<file path="config.mk">
export PLATFORM = sky130hd
export DESIGN_NAME = ocp_kill_latch
export DESIGN_NICKNAME = d
export VERILOG_FILES = /design/src/pkg/ocp_pkg.sv /design/src/design/ocp_sync.sv /design/src/design/ocp_kill_latch.sv
export VERILOG_INCLUDE_DIRS = /design/src /design/src/pkg
export SDC_FILE = /design/constraint.sdc
export NUM_CORES = 1
export LEC_CHECK = 0
export BUFFER_PORTS_ARGS = -buffer_cell sky130_fd_sc_hd__buf_2
export CORE_MARGIN = 1
export CORE_UTILIZATION = 52
export CTS_CLUSTER_DIAMETER = 50
export DETAILED_ROUTE_END_ITERATION = 16
export PLACE_DENSITY = 0.92
export REMOVE_ABC_BUFFERS = 1
export SYNTH_ARGS = -nofsm -noshare
export SYNTH_HDL_FRONTEND = slang
export SYNTH_HIERARCHICAL = 1
export SYNTH_SLANG_ARGS = --single-unit
</file>
<file path="constraint.sdc">
create_clock -name mclk -period 2.65 [get_ports mclk]
set_input_delay 0.6625 -clock mclk [delete_from_list [all_inputs] [get_ports mclk]]
set_output_delay 0.6625 -clock mclk [all_outputs]
set_load 0.03 [all_outputs]
</file>
<file path="src/pkg/ocp_cfg.svh">
// Constants for the overcurrent PWM kill latch
`ifndef OCP_CFG_SVH
`define OCP_CFG_SVH

// Positions within the synchroniser bus
`define OCP_SYNC_CMP_BIT 0
`define OCP_SYNC_REL_BIT 1
`define OCP_SYNC_WIDTH 2
// Comparator idle low, release switch idle high (active low)
`define OCP_SYNC_RESET 2'h2

// Trip counter
`define OCP_TRIP_CNT_RESET 8'h00
`define OCP_TRIP_CNT_MAX 8'hFF
`define OCP_TRIP_CNT_INC 8'h01

// Output pin and release edge history after reset
`define OCP_PIN_RESET 1'h0
`define OCP_REL_PREV_RESET 1'h1

`endif

</file>
<file path="src/pkg/ocp_pkg.sv">
// Types shared by the overcurrent PWM kill latch files
package ocp_pkg;

    typedef enum logic {
        OCP_RELEASED,
        OCP_STOPPED
    } ocp_latch_e;

    typedef struct packed {
        logic latchReleased;
        logic overcurrent;
        logic tripPulse;
        logic releaseAccepted;
        logic releaseRefused;
        logic [7:0] tripCount;
    } ocp_status_s;

endpackage : ocp_pkg

</file>
<file path="src/design/ocp_sync.sv">
// Two-stage synchroniser for asynchronous inputs
`timescale 1ns/10ps
`default_nettype none

module ocp_sync #(
    parameter int WIDTH = 2,
    parameter logic [WIDTH-1:0] RESET_VAL = '0
) (
    input wire logic mclk,
    input wire logic sys_rst,
    input wire logic [WIDTH-1:0] asyncIn,
    output logic [WIDTH-1:0] syncOut
);

    logic [WIDTH-1:0] stage1;
    logic [WIDTH-1:0] next_stage1;
    logic [WIDTH-1:0] next_syncOut;

    genvar i;
    generate
        for (i = 0; i < WIDTH; i++) begin : g_bit
            // Only the second stage reads the first
            always_comb begin
                next_stage1[i] = sys_rst ? RESET_VAL[i] : asyncIn[i];
                next_syncOut[i] = sys_rst ? RESET_VAL[i] : stage1[i];
            end

            always_ff @(posedge mclk) begin
                stage1[i] <= next_stage1[i];
                syncOut[i] <= next_syncOut[i];
            end
        end
    endgenerate

endmodule : ocp_sync

`default_nettype wire

</file>
<file path="src/design/ocp_kill_latch.sv">
// Overcurrent protection gate between timer PWM and the protected pin
`timescale 1ns/10ps
`default_nettype none
`include "ocp_cfg.svh"

module ocp_kill_latch (
    input wire logic mclk,
    input wire logic sys_rst,
    input wire logic timerPwmOut,
    input wire logic gateEnable,
    input wire logic overcurrentComparatorOut,
    input wire logic releaseSwitchN,
    output logic protectedPwmPin,
    output ocp_pkg::ocp_status_s status
);
    import ocp_pkg::*;

    // Synchroniser bus, one bit per asynchronous input
    logic [`OCP_SYNC_WIDTH-1:0] rawIn;
    logic [`OCP_SYNC_WIDTH-1:0] syncIn;
    logic cmpHigh;
    logic relLevelN;

    // Release edge history
    logic relPrevN;
    logic next_relPrevN;
    logic relPulse;

    // Protection latch and gated output
    ocp_latch_e latchState;
    ocp_latch_e next_latchState;
    logic next_protectedPwmPin;

    // One-cycle event pulses and the trip count
    logic tripPulse;
    logic next_tripPulse;
    logic relAccepted;
    logic next_relAccepted;
    logic relRefused;
    logic next_relRefused;
    logic [7:0] tripCount;
    logic [7:0] next_tripCount;

    // Latch state decoded by the gate, the events and the status
    function automatic logic is_released(input ocp_latch_e state);
        return state == OCP_RELEASED;
    endfunction : is_released

    // Press of the active-low switch: idle before, pressed now
    function automatic logic press_seen(
        input logic prevN,
        input logic nowN
    );
        return prevN && !nowN;
    endfunction : press_seen

    // Trip only from released; a comparator still high while stopped adds nothing
    function automatic logic trip_request(
        input ocp_latch_e state,
        input logic cmp
    );
        return is_released(state) && cmp;
    endfunction : trip_request

    function automatic logic release_request(
        input ocp_latch_e state,
        input logic pulse
    );
        return !is_released(state) && pulse;
    endfunction : release_request

    // Pin level for the latch state that the next edge will hold
    function automatic logic gate_level(
        input logic pwm,
        input logic enable,
        input ocp_latch_e state
    );
        return pwm && enable && is_released(state);
    endfunction : gate_level

    // Saturates so a burst of faults cannot wrap the count back to zero
    function automatic logic [7:0] count_step(
        input logic [7:0] count,
        input logic hit
    );
        logic [7:0] result;
        result = count;
        if (hit && count != `OCP_TRIP_CNT_MAX) begin
            result = count + `OCP_TRIP_CNT_INC;
        end
        return result;
    endfunction : count_step

    assign rawIn[`OCP_SYNC_CMP_BIT] = overcurrentComparatorOut;
    assign rawIn[`OCP_SYNC_REL_BIT] = releaseSwitchN;

    // Both inputs are asynchronous to mclk
    ocp_sync #(
        .WIDTH(`OCP_SYNC_WIDTH),
        .RESET_VAL(`OCP_SYNC_RESET)
    ) u_sync (
        .mclk(mclk),
        .sys_rst(sys_rst),
        .asyncIn(rawIn),
        .syncOut(syncIn)
    );

    // Comparator level as seen by the latch
    assign cmpHigh = syncIn[`OCP_SYNC_CMP_BIT];
    assign relLevelN = syncIn[`OCP_SYNC_REL_BIT];

    // Press edge of the active-low switch; holding it gives one pulse only
    assign relPulse = press_seen(relPrevN, relLevelN);

    // History resets to the idle level so leaving reset shows no false press
    always_comb begin
        next_relPrevN = relLevelN;
        if (sys_rst) begin
            next_relPrevN = `OCP_REL_PREV_RESET;
        end
    end

    always_ff @(posedge mclk) begin
        relPrevN <= next_relPrevN;
    end

    // Latch: trip has priority over release in the same cycle
    always_comb begin
        next_latchState = latchState;
        unique case (latchState)
            OCP_RELEASED: begin
                if (trip_request(latchState, cmpHigh)) begin
                    next_latchState = OCP_STOPPED;
                end
            end
            OCP_STOPPED: begin
                // Falling comparator alone never reopens the gate
                if (release_request(latchState, relPulse) && !cmpHigh) begin
                    next_latchState = OCP_RELEASED;
                end
            end
        endcase
        // Reset opens the gate; a fault present then trips it three edges later
        if (sys_rst) begin
            next_latchState = OCP_RELEASED;
        end
    end

    always_ff @(posedge mclk) begin
        latchState <= next_latchState;
    end

    // A refused press is dropped, not queued, so a lasting fault needs a new press
    always_comb begin
        next_tripPulse = trip_request(latchState, cmpHigh);
        next_relAccepted = release_request(latchState, relPulse) && !cmpHigh;
        next_relRefused = release_request(latchState, relPulse) && cmpHigh;
        if (sys_rst) begin
            next_tripPulse = 1'b0;
            next_relAccepted = 1'b0;
            next_relRefused = 1'b0;
        end
    end

    always_ff @(posedge mclk) begin
        tripPulse <= next_tripPulse;
        relAccepted <= next_relAccepted;
        relRefused <= next_relRefused;
    end

    // Gate uses the next latch state so a trip cuts the pin with no extra cycle
    // Trip latency is still three edges: the price of synchronising the comparator
    always_comb begin
        next_protectedPwmPin = `OCP_PIN_RESET;
        if (!sys_rst) begin
            next_protectedPwmPin = gate_level(timerPwmOut, gateEnable,
                next_latchState);
        end
    end

    always_ff @(posedge mclk) begin
        protectedPwmPin <= next_protectedPwmPin;
    end

    // Kept for diagnosis only
    always_comb begin
        next_tripCount = count_step(tripCount, next_tripPulse);
        if (sys_rst) begin
            next_tripCount = `OCP_TRIP_CNT_RESET;
        end
    end

    always_ff @(posedge mclk) begin
        tripCount <= next_tripCount;
    end

    // Every status field comes straight from a register
    always_comb begin
        status.latchReleased = is_released(latchState);
        status.overcurrent = cmpHigh;
        status.tripPulse = tripPulse;
        status.releaseAccepted = relAccepted;
        status.releaseRefused = relRefused;
        status.tripCount = tripCount;
    end

endmodule : ocp_kill_latch

`default_nettype wire

</file>
==> key figures, run 1 <==
Yosys
  • Post-synthesis sequential area ratio: 50.5%
  • Mapped Area: 713 um2
  • Post-synth cell types: 27
  • #FFs+latches synth: 18
  • Synth top area cells: dfxtp_1, nor2_1, buf_4
  • Post-Synthesis Cells: 76
  • Area leader, netlist: dfxtp_1
  • Avg Inst Size Synth: 9.38 um2
  • Area share of the largest cell type after synthesis: 50.5%
  • Synth warn: 6

Pwr
  • Sw Share: 21.1%
  • Combinational power share: 5.1%
  • Switching Power: 0.0986 mW
  • P_int: 0.369 mW
  • Pleak: 0.356 nW
  • Worst vdd ir: 0.506 mV
  • Clock network power share: 35.1%
  • Part of the power in registers: 59.7%
  • Pwr dens: 562 nW/um2

Routing
  • Initial DRC Count: 8
  • Via Count: 558
  • Via density per instance: 5.12
  • DRC Markers: 0
  • Drt wl/cell: 10.9 um
  • Pre-antenna DRT Iters: 3
  • Routed WL: 1.19 mm
  • Antenna Nets Post-Route: 0

Clock tree
  • Clk root buf: clkbuf_4
  • CTS Buf Count: 3
  • Post-CTS setup buffers: 0
  • Worst-Skew Late Latency: 290 ps
  • CTS Sinks: 18
  • Quantity of gates resized following cts: 0
  • Number of H-tree levels: 1
  • Hold buffers post-CTS: 0
  • CTS tree: built
  • Clock transition at the registers of the reported paths: 100 ps
  • Maximum root-to-sink buffer count: 2

Floorplanning
  • CORE AREA: 1190 um2
  • Die width: 39.0 um
  • Die Area: 1520 um2
  • FP Rows: 12
  • Initial Util: 60.1%
  • # IOs: 20
  • Die height: 39.0 um

Place
  • PortBufs: 19
  • Post-DP HPWL: 895 um
  • Place WS: 419 ps
  • Dpl cells: 105
  • Final Wtd Congestion: 0.876

Setup path
  • WS Path Type: input pin to flip-flop
  • Worst-path cell chain: buf_2 > or3b_4 > or2_4 > or4_1 > a21oi_1
  • Worst-path fanout max: 17
  • CP Data Arrival Time: 2150 ps
  • Setup crit end kind: flip-flop
  • CP Launch Type: input pin
  • Critical path's slowest cell: or4_1
  • Crit path largest cell delay: 490 ps
  • Crit path required time: 2880 ps

Finish
  • Largest register FFs: 8
  • Biggest register: tripCount
  • Regs by FF count: tripCount x8, u_sync/stage1 x2, u_sync/syncOut x2
  • Area grow syn2layout: 16.7%
  • Finished Layout Cells: 109
  • Filler cells: 92
  • Antenna Cells: 0
  • Final nets: 103
  • Share of cells above drive strength 1: 27.4%

Global routing
  • Initial antenna violation count: 0
  • Largest net degree at the start of global routing: 18
  • GR Util All Layers: 20.7%
  • GRT overflow: 0
  • Vias in the first global route: 501
  • First-pass GRT wire length: 2.06 mm

STA
  • Final Max Tran Viols: 0
  • Minimum clock period: 1920 ps
  • Hold_ws: 421 ps
  • Final setup fails: 0
  • Fin crit share: 72.3%
  • Clock skew: 9.08 ps
  • RSZ-0062 raised after global routing: no
  • Fmax: 522 MHz
  • Final hold viol count: 0
  • Final Worst Setup Slack: 733 ps
  • Sum Neg Setup Slack: 0 ps
  • Worst slew pin tran: 386 ps
  • Slew headroom: 74.0%

Flow run
  • Max-Cap Viols: 0

Status
  • Status: finished clean

Worst hold path
  • Hold Path Class: flip-flop to flip-flop
worst max-delay path, delay by kind of cell:
kind,cells,cell delay (ps)
AND/OR/NAND/NOR,3,1160
buffers and inverters,1,180
AO/OA/AOI/OAI,1,130
cell type report:
type / instances / area [um2] / share of cell area (%)
Tap cell: 14 / 17.5 / 2.11
Clock buffer: 4 / 36.3 / 4.36
Sequential cell: 18 / 360 / 43.3
Multi-Input combinational cell: 50 / 308 / 37.0
Inverter: 4 / 15.0 / 1.80
Timing Repair Buffer: 19 / 95.1 / 11.4
path summary, 6_finish.rpt:
| check | start | to | slack (ps) | cells after the start |
|---|---|---|---|---|
| worst max-delay path | sys_rst | tripCount[5]$_SDFFE_PP0P_ | 730 | 5 |
| worst min-delay path | u_sync/stage1[1]$_SDFF_PP1_ | u_sync/syncOut[1]$_SDFF_PP1_ | 420 | 1 |
| worst max register to register | u_sync/syncOut[0]$_SDFF_PP0_ | tripCount[5]$_SDFFE_PP0P_ | 880 | 4 |
| worst min register to register | u_sync/stage1[1]$_SDFF_PP1_ | u_sync/syncOut[1]$_SDFF_PP1_ | 420 | 1 |
synth_stat cells (all sizes together):
library cell  number
nor2b              2
nor2              10
or4bb              1
o21ai              2
xnor2              1
nand2b             2
mux2i              2
nand2              3
and4               1
or3b               1
nand4              1
nor3b              1
xor2               1
nor3               2
a211oi             2
buf                4
dfxtp             18
or3                1
or2                3
o31ai              1
inv                4
and4b              1
a21oi              5
or4                1
ha                 1
nand3              5
power by group through the flow:
stage / Clock, mW / Combinational (mW) / Sequential [mW]
after floorplan: 0 / 0.00913 / 0.290
after global placement: 0 / 0.0237 / 0.286
after detailed placement: 0 / 0.0243 / 0.286
after CTS: 0.167 / 0.0243 / 0.279
after global routing: 0.182 / 0.0270 / 0.280
final: 0.164 / 0.0241 / 0.279
stage by stage:
stage               instance area [um2]  power, mW  utilization (%)
floorplan                           683      0.299                -
global placement                    796      0.309             67.1
detailed placement                  796      0.310             67.1
CTS                                 832      0.471             70.1
global route                        832      0.490             70.1
finish                              832      0.468             70.1
layout by cell type, fill, tap and decap left out, drive strengths merged:
master  synthesis  final
buf             4     19
dfxtp          18     18
nor2           10     10
a21oi           5      5
nand3           5      5
inv             4      4
clkbuf          0      4
nand2           3      3
or2             3      3
nand2b          2      2
o21ai           2      2
nor3            2      2
a211oi          2      2
mux2i           2      2
nor2b           2      2
or3b            1      1
nand4           1      1
or3             1      1
nor3b           1      1
and4b           1      1
and4            1      1
or4bb           1      1
xor2            1      1
or4             1      1
o31ai           1      1
xnor2           1      1
ha              1      1
layer usage:
metal	vias up	GRT usage, %	part of all wire [%]
li1	298	-	-
met1	246	25.4	47
met2	14	31.3	48
met3	0	10.4	5.5
met4	0	6.03	0
met5	-	0	0
kinds of logic (layout without fill, tap and decap cells):
kind of cell	after synthesis	after routing	share of synthesized area, %
buf+inv	8	27	6.32
compound gates	10	10	8.07
fa+ha+maj	1	1	1.75
flops	18	18	50.5
xor+xnor	2	2	2.46
mux	2	2	2.81
simple gates	35	35	28.1
Power figures use the tool's default switching activity.
==> run 2: changes to the inputs <==
CORE_UTILIZATION = 48   (was 52)
PLACE_DENSITY = 0.86   (was 0.92)
clock period = 1.8 ns   (was 2.65 ns; I/O delays follow)
==> run 2 against run 1 <==
Flip-flop and latch count unchanged. Largest power group unchanged. Clock skew decreased by 5.7 ps. Total power increased by 50%. Clock power increased by 50%. First-iteration DRC count increased to 2.9 times the previous value. Register-to-register slack got worse by 790 ps. Die area increased by 7.9%.
==> key figures, run 2 (synthesized netlist as in run 1, its figures left out) <==
Finish
  • Area of the multi-input gates: 308 um2
  • Most frequent cells in the layout: buf_2, dfxtp_1, nor2_1
  • Area grow syn2layout: 24.2%
  • Leading cell type in the layout, fill and taps excluded: buf_2
  • Final nets: 110
  • Share of cells above drive strength 1: 32.4%
  • Storage element area: 360 um2
  • Regs by FF count: tripCount x8, u_sync/stage1 x2, u_sync/syncOut x2
  • Largest register FFs: 8
  • Util after Layout: 66.4%
  • Biggest register: tripCount
  • Antenna Cells: 0
  • Filler cells: 111

STA
  • Fmax: 583 MHz
  • Fin crit share: 95.2%
  • Slew headroom: 73.3%
  • Worst slew pin tran: 397 ps
  • Final hold viol count: 0
  • Final Max Tran Viols: 0
  • Final setup fails: 0
  • Clock skew: 3.33 ps
  • RSZ-0062 raised after global routing: no
  • Minimum clock period: 1710 ps
  • Hold_ws: 341 ps

Clock tree
  • Worst-Skew Late Latency: 290 ps
  • Clk root buf: clkbuf_4
  • CTS Buf Count: 3
  • Hold buffers post-CTS: 0
  • CTS Sinks: 18
  • Clock transition at the registers of the reported paths: 100 ps
  • Number of H-tree levels: 1
  • Quantity of gates resized following cts: 0
  • Maximum root-to-sink buffer count: 2
  • CTS tree: built
  • Post-CTS setup buffers: 0

Setup path
  • Path depth of the worst reg2reg path: 4
  • CP Data Arrival Time: 1950 ps
  • Crit path required time: 2030 ps
  • WS Path Type: flip-flop to flip-flop
  • Worst-path fanout max: 5
  • CP Launch Type: flip-flop
  • Setup crit end kind: flip-flop

Routing
  • Antenna Nets Post-Route: 0
  • Pre-antenna DRT Iters: 4
  • Routed WL: 1.38 mm
  • Initial DRC Count: 23
  • Via Count: 606
  • DRC Markers: 0
  • Drt wl/cell: 11.8 um
  • Via density per instance: 5.18

Place
  • Post-DP HPWL: 993 um
  • Final Wtd Congestion: 0.830
  • PortBufs: 19

Floorplanning
  • Die Area: 1640 um2
  • Initial Util: 53.5%
  • Die width: 40.5 um
  • Die height: 40.5 um
  • # IOs: 20
  • FP Rows: 13
  • CORE AREA: 1330 um2

Global routing
  • Initial antenna violation count: 0
  • GRT overflow: 0
  • Vias in the first global route: 501
  • GR Util All Layers: 19.7%
  • First-pass GRT wire length: 2.07 mm
  • Largest net degree at the start of global routing: 16

Pwr
  • P_int: 0.549 mW
  • Pwr dens: 791 nW/um2
  • Clock network power share: 35.1%
  • Combinational power share: 6.4%
  • Worst vdd ir: 0.539 mV
  • Switching Power: 0.152 mW
  • Part of the power in registers: 58.6%
  • Sw Share: 21.7%
  • Pleak: 0.390 nW

Worst hold path
  • Worst hold stages: 2
  • Hold Path Class: input pin to flip-flop

Status
  • Status: finished clean

Flow run
  • Max-Cap Viols: 0
## run 2: cell types whose count changed in the layout (fill, tap and decap cells not counted)
cell / previous run / this run
buf_4: 0 / 7
## run 2: metrics by stage
| step | instances | total power [mW] | setup TNS, ps | setup slack, ps | cell area, um2 |
|---|---|---|---|---|---|
| 5_1_grt | 117 | 0.728 | 0 | 29.1 | 886 |
| 2_1_floorplan | 72 | 0.440 | -167 | -102 | 683 |
| 4_1_cts | 117 | 0.704 | 0 | 96.1 | 886 |
| 6_report | 117 | 0.701 | 0 | 85.8 | 886 |
| 3_5_place_dp | 113 | 0.464 | -110 | -76.5 | 850 |
| 3_3_place_gp | 113 | 0.462 | -63.1 | -50.6 | 850 |
## run 2: final timing paths
kind / start / to / slack (ps)
setup / recovery: latchState$_DFF_P_ / tripCount[5]$_SDFFE_PP0P_ / 90
hold / removal: releaseSwitchN / u_sync/stage1[1]$_SDFF_PP1_ / 340
setup reg to reg: latchState$_DFF_P_ / tripCount[5]$_SDFFE_PP0P_ / 90
hold reg to reg: u_sync/stage1[1]$_SDFF_PP1_ / u_sync/syncOut[1]$_SDFF_PP1_ / 450
## run 2: metal layers
layer,up-vias,routed length (um),track usage [%]
met5,-,0,0
met4,0,22,10.0
met3,2,51,5.00
met2,16,671,31.0
met1,279,630,24.5
li1,309,-,-
## run 2: power by group through the flow
stage / logic [mW] / registers (mW) / clock network, mW
finish: 0.0447 / 0.410 / 0.246
global route: 0.0489 / 0.412 / 0.267
CTS: 0.0445 / 0.410 / 0.249
detailed placement: 0.0442 / 0.420 / 0
global placement: 0.0431 / 0.419 / 0
floorplan: 0.0134 / 0.427 / 0
## run 2: worst max-delay path, cell delays in order (launching register included)
cell and delay [ps]:
dfxtp_1 360, or3b_4 400, or2_4 260, or4_1 510
a21oi_1 130
## run 2: layout make-up
cell class / instances / area share (%)
inverters: 4 / 1.69
flip-flops and latches: 18 / 40.7
well taps: 15 / 2.12
clock buffers: 4 / 4.10
repair buffers: 26 / 16.7
multi-input cells: 50 / 34.7
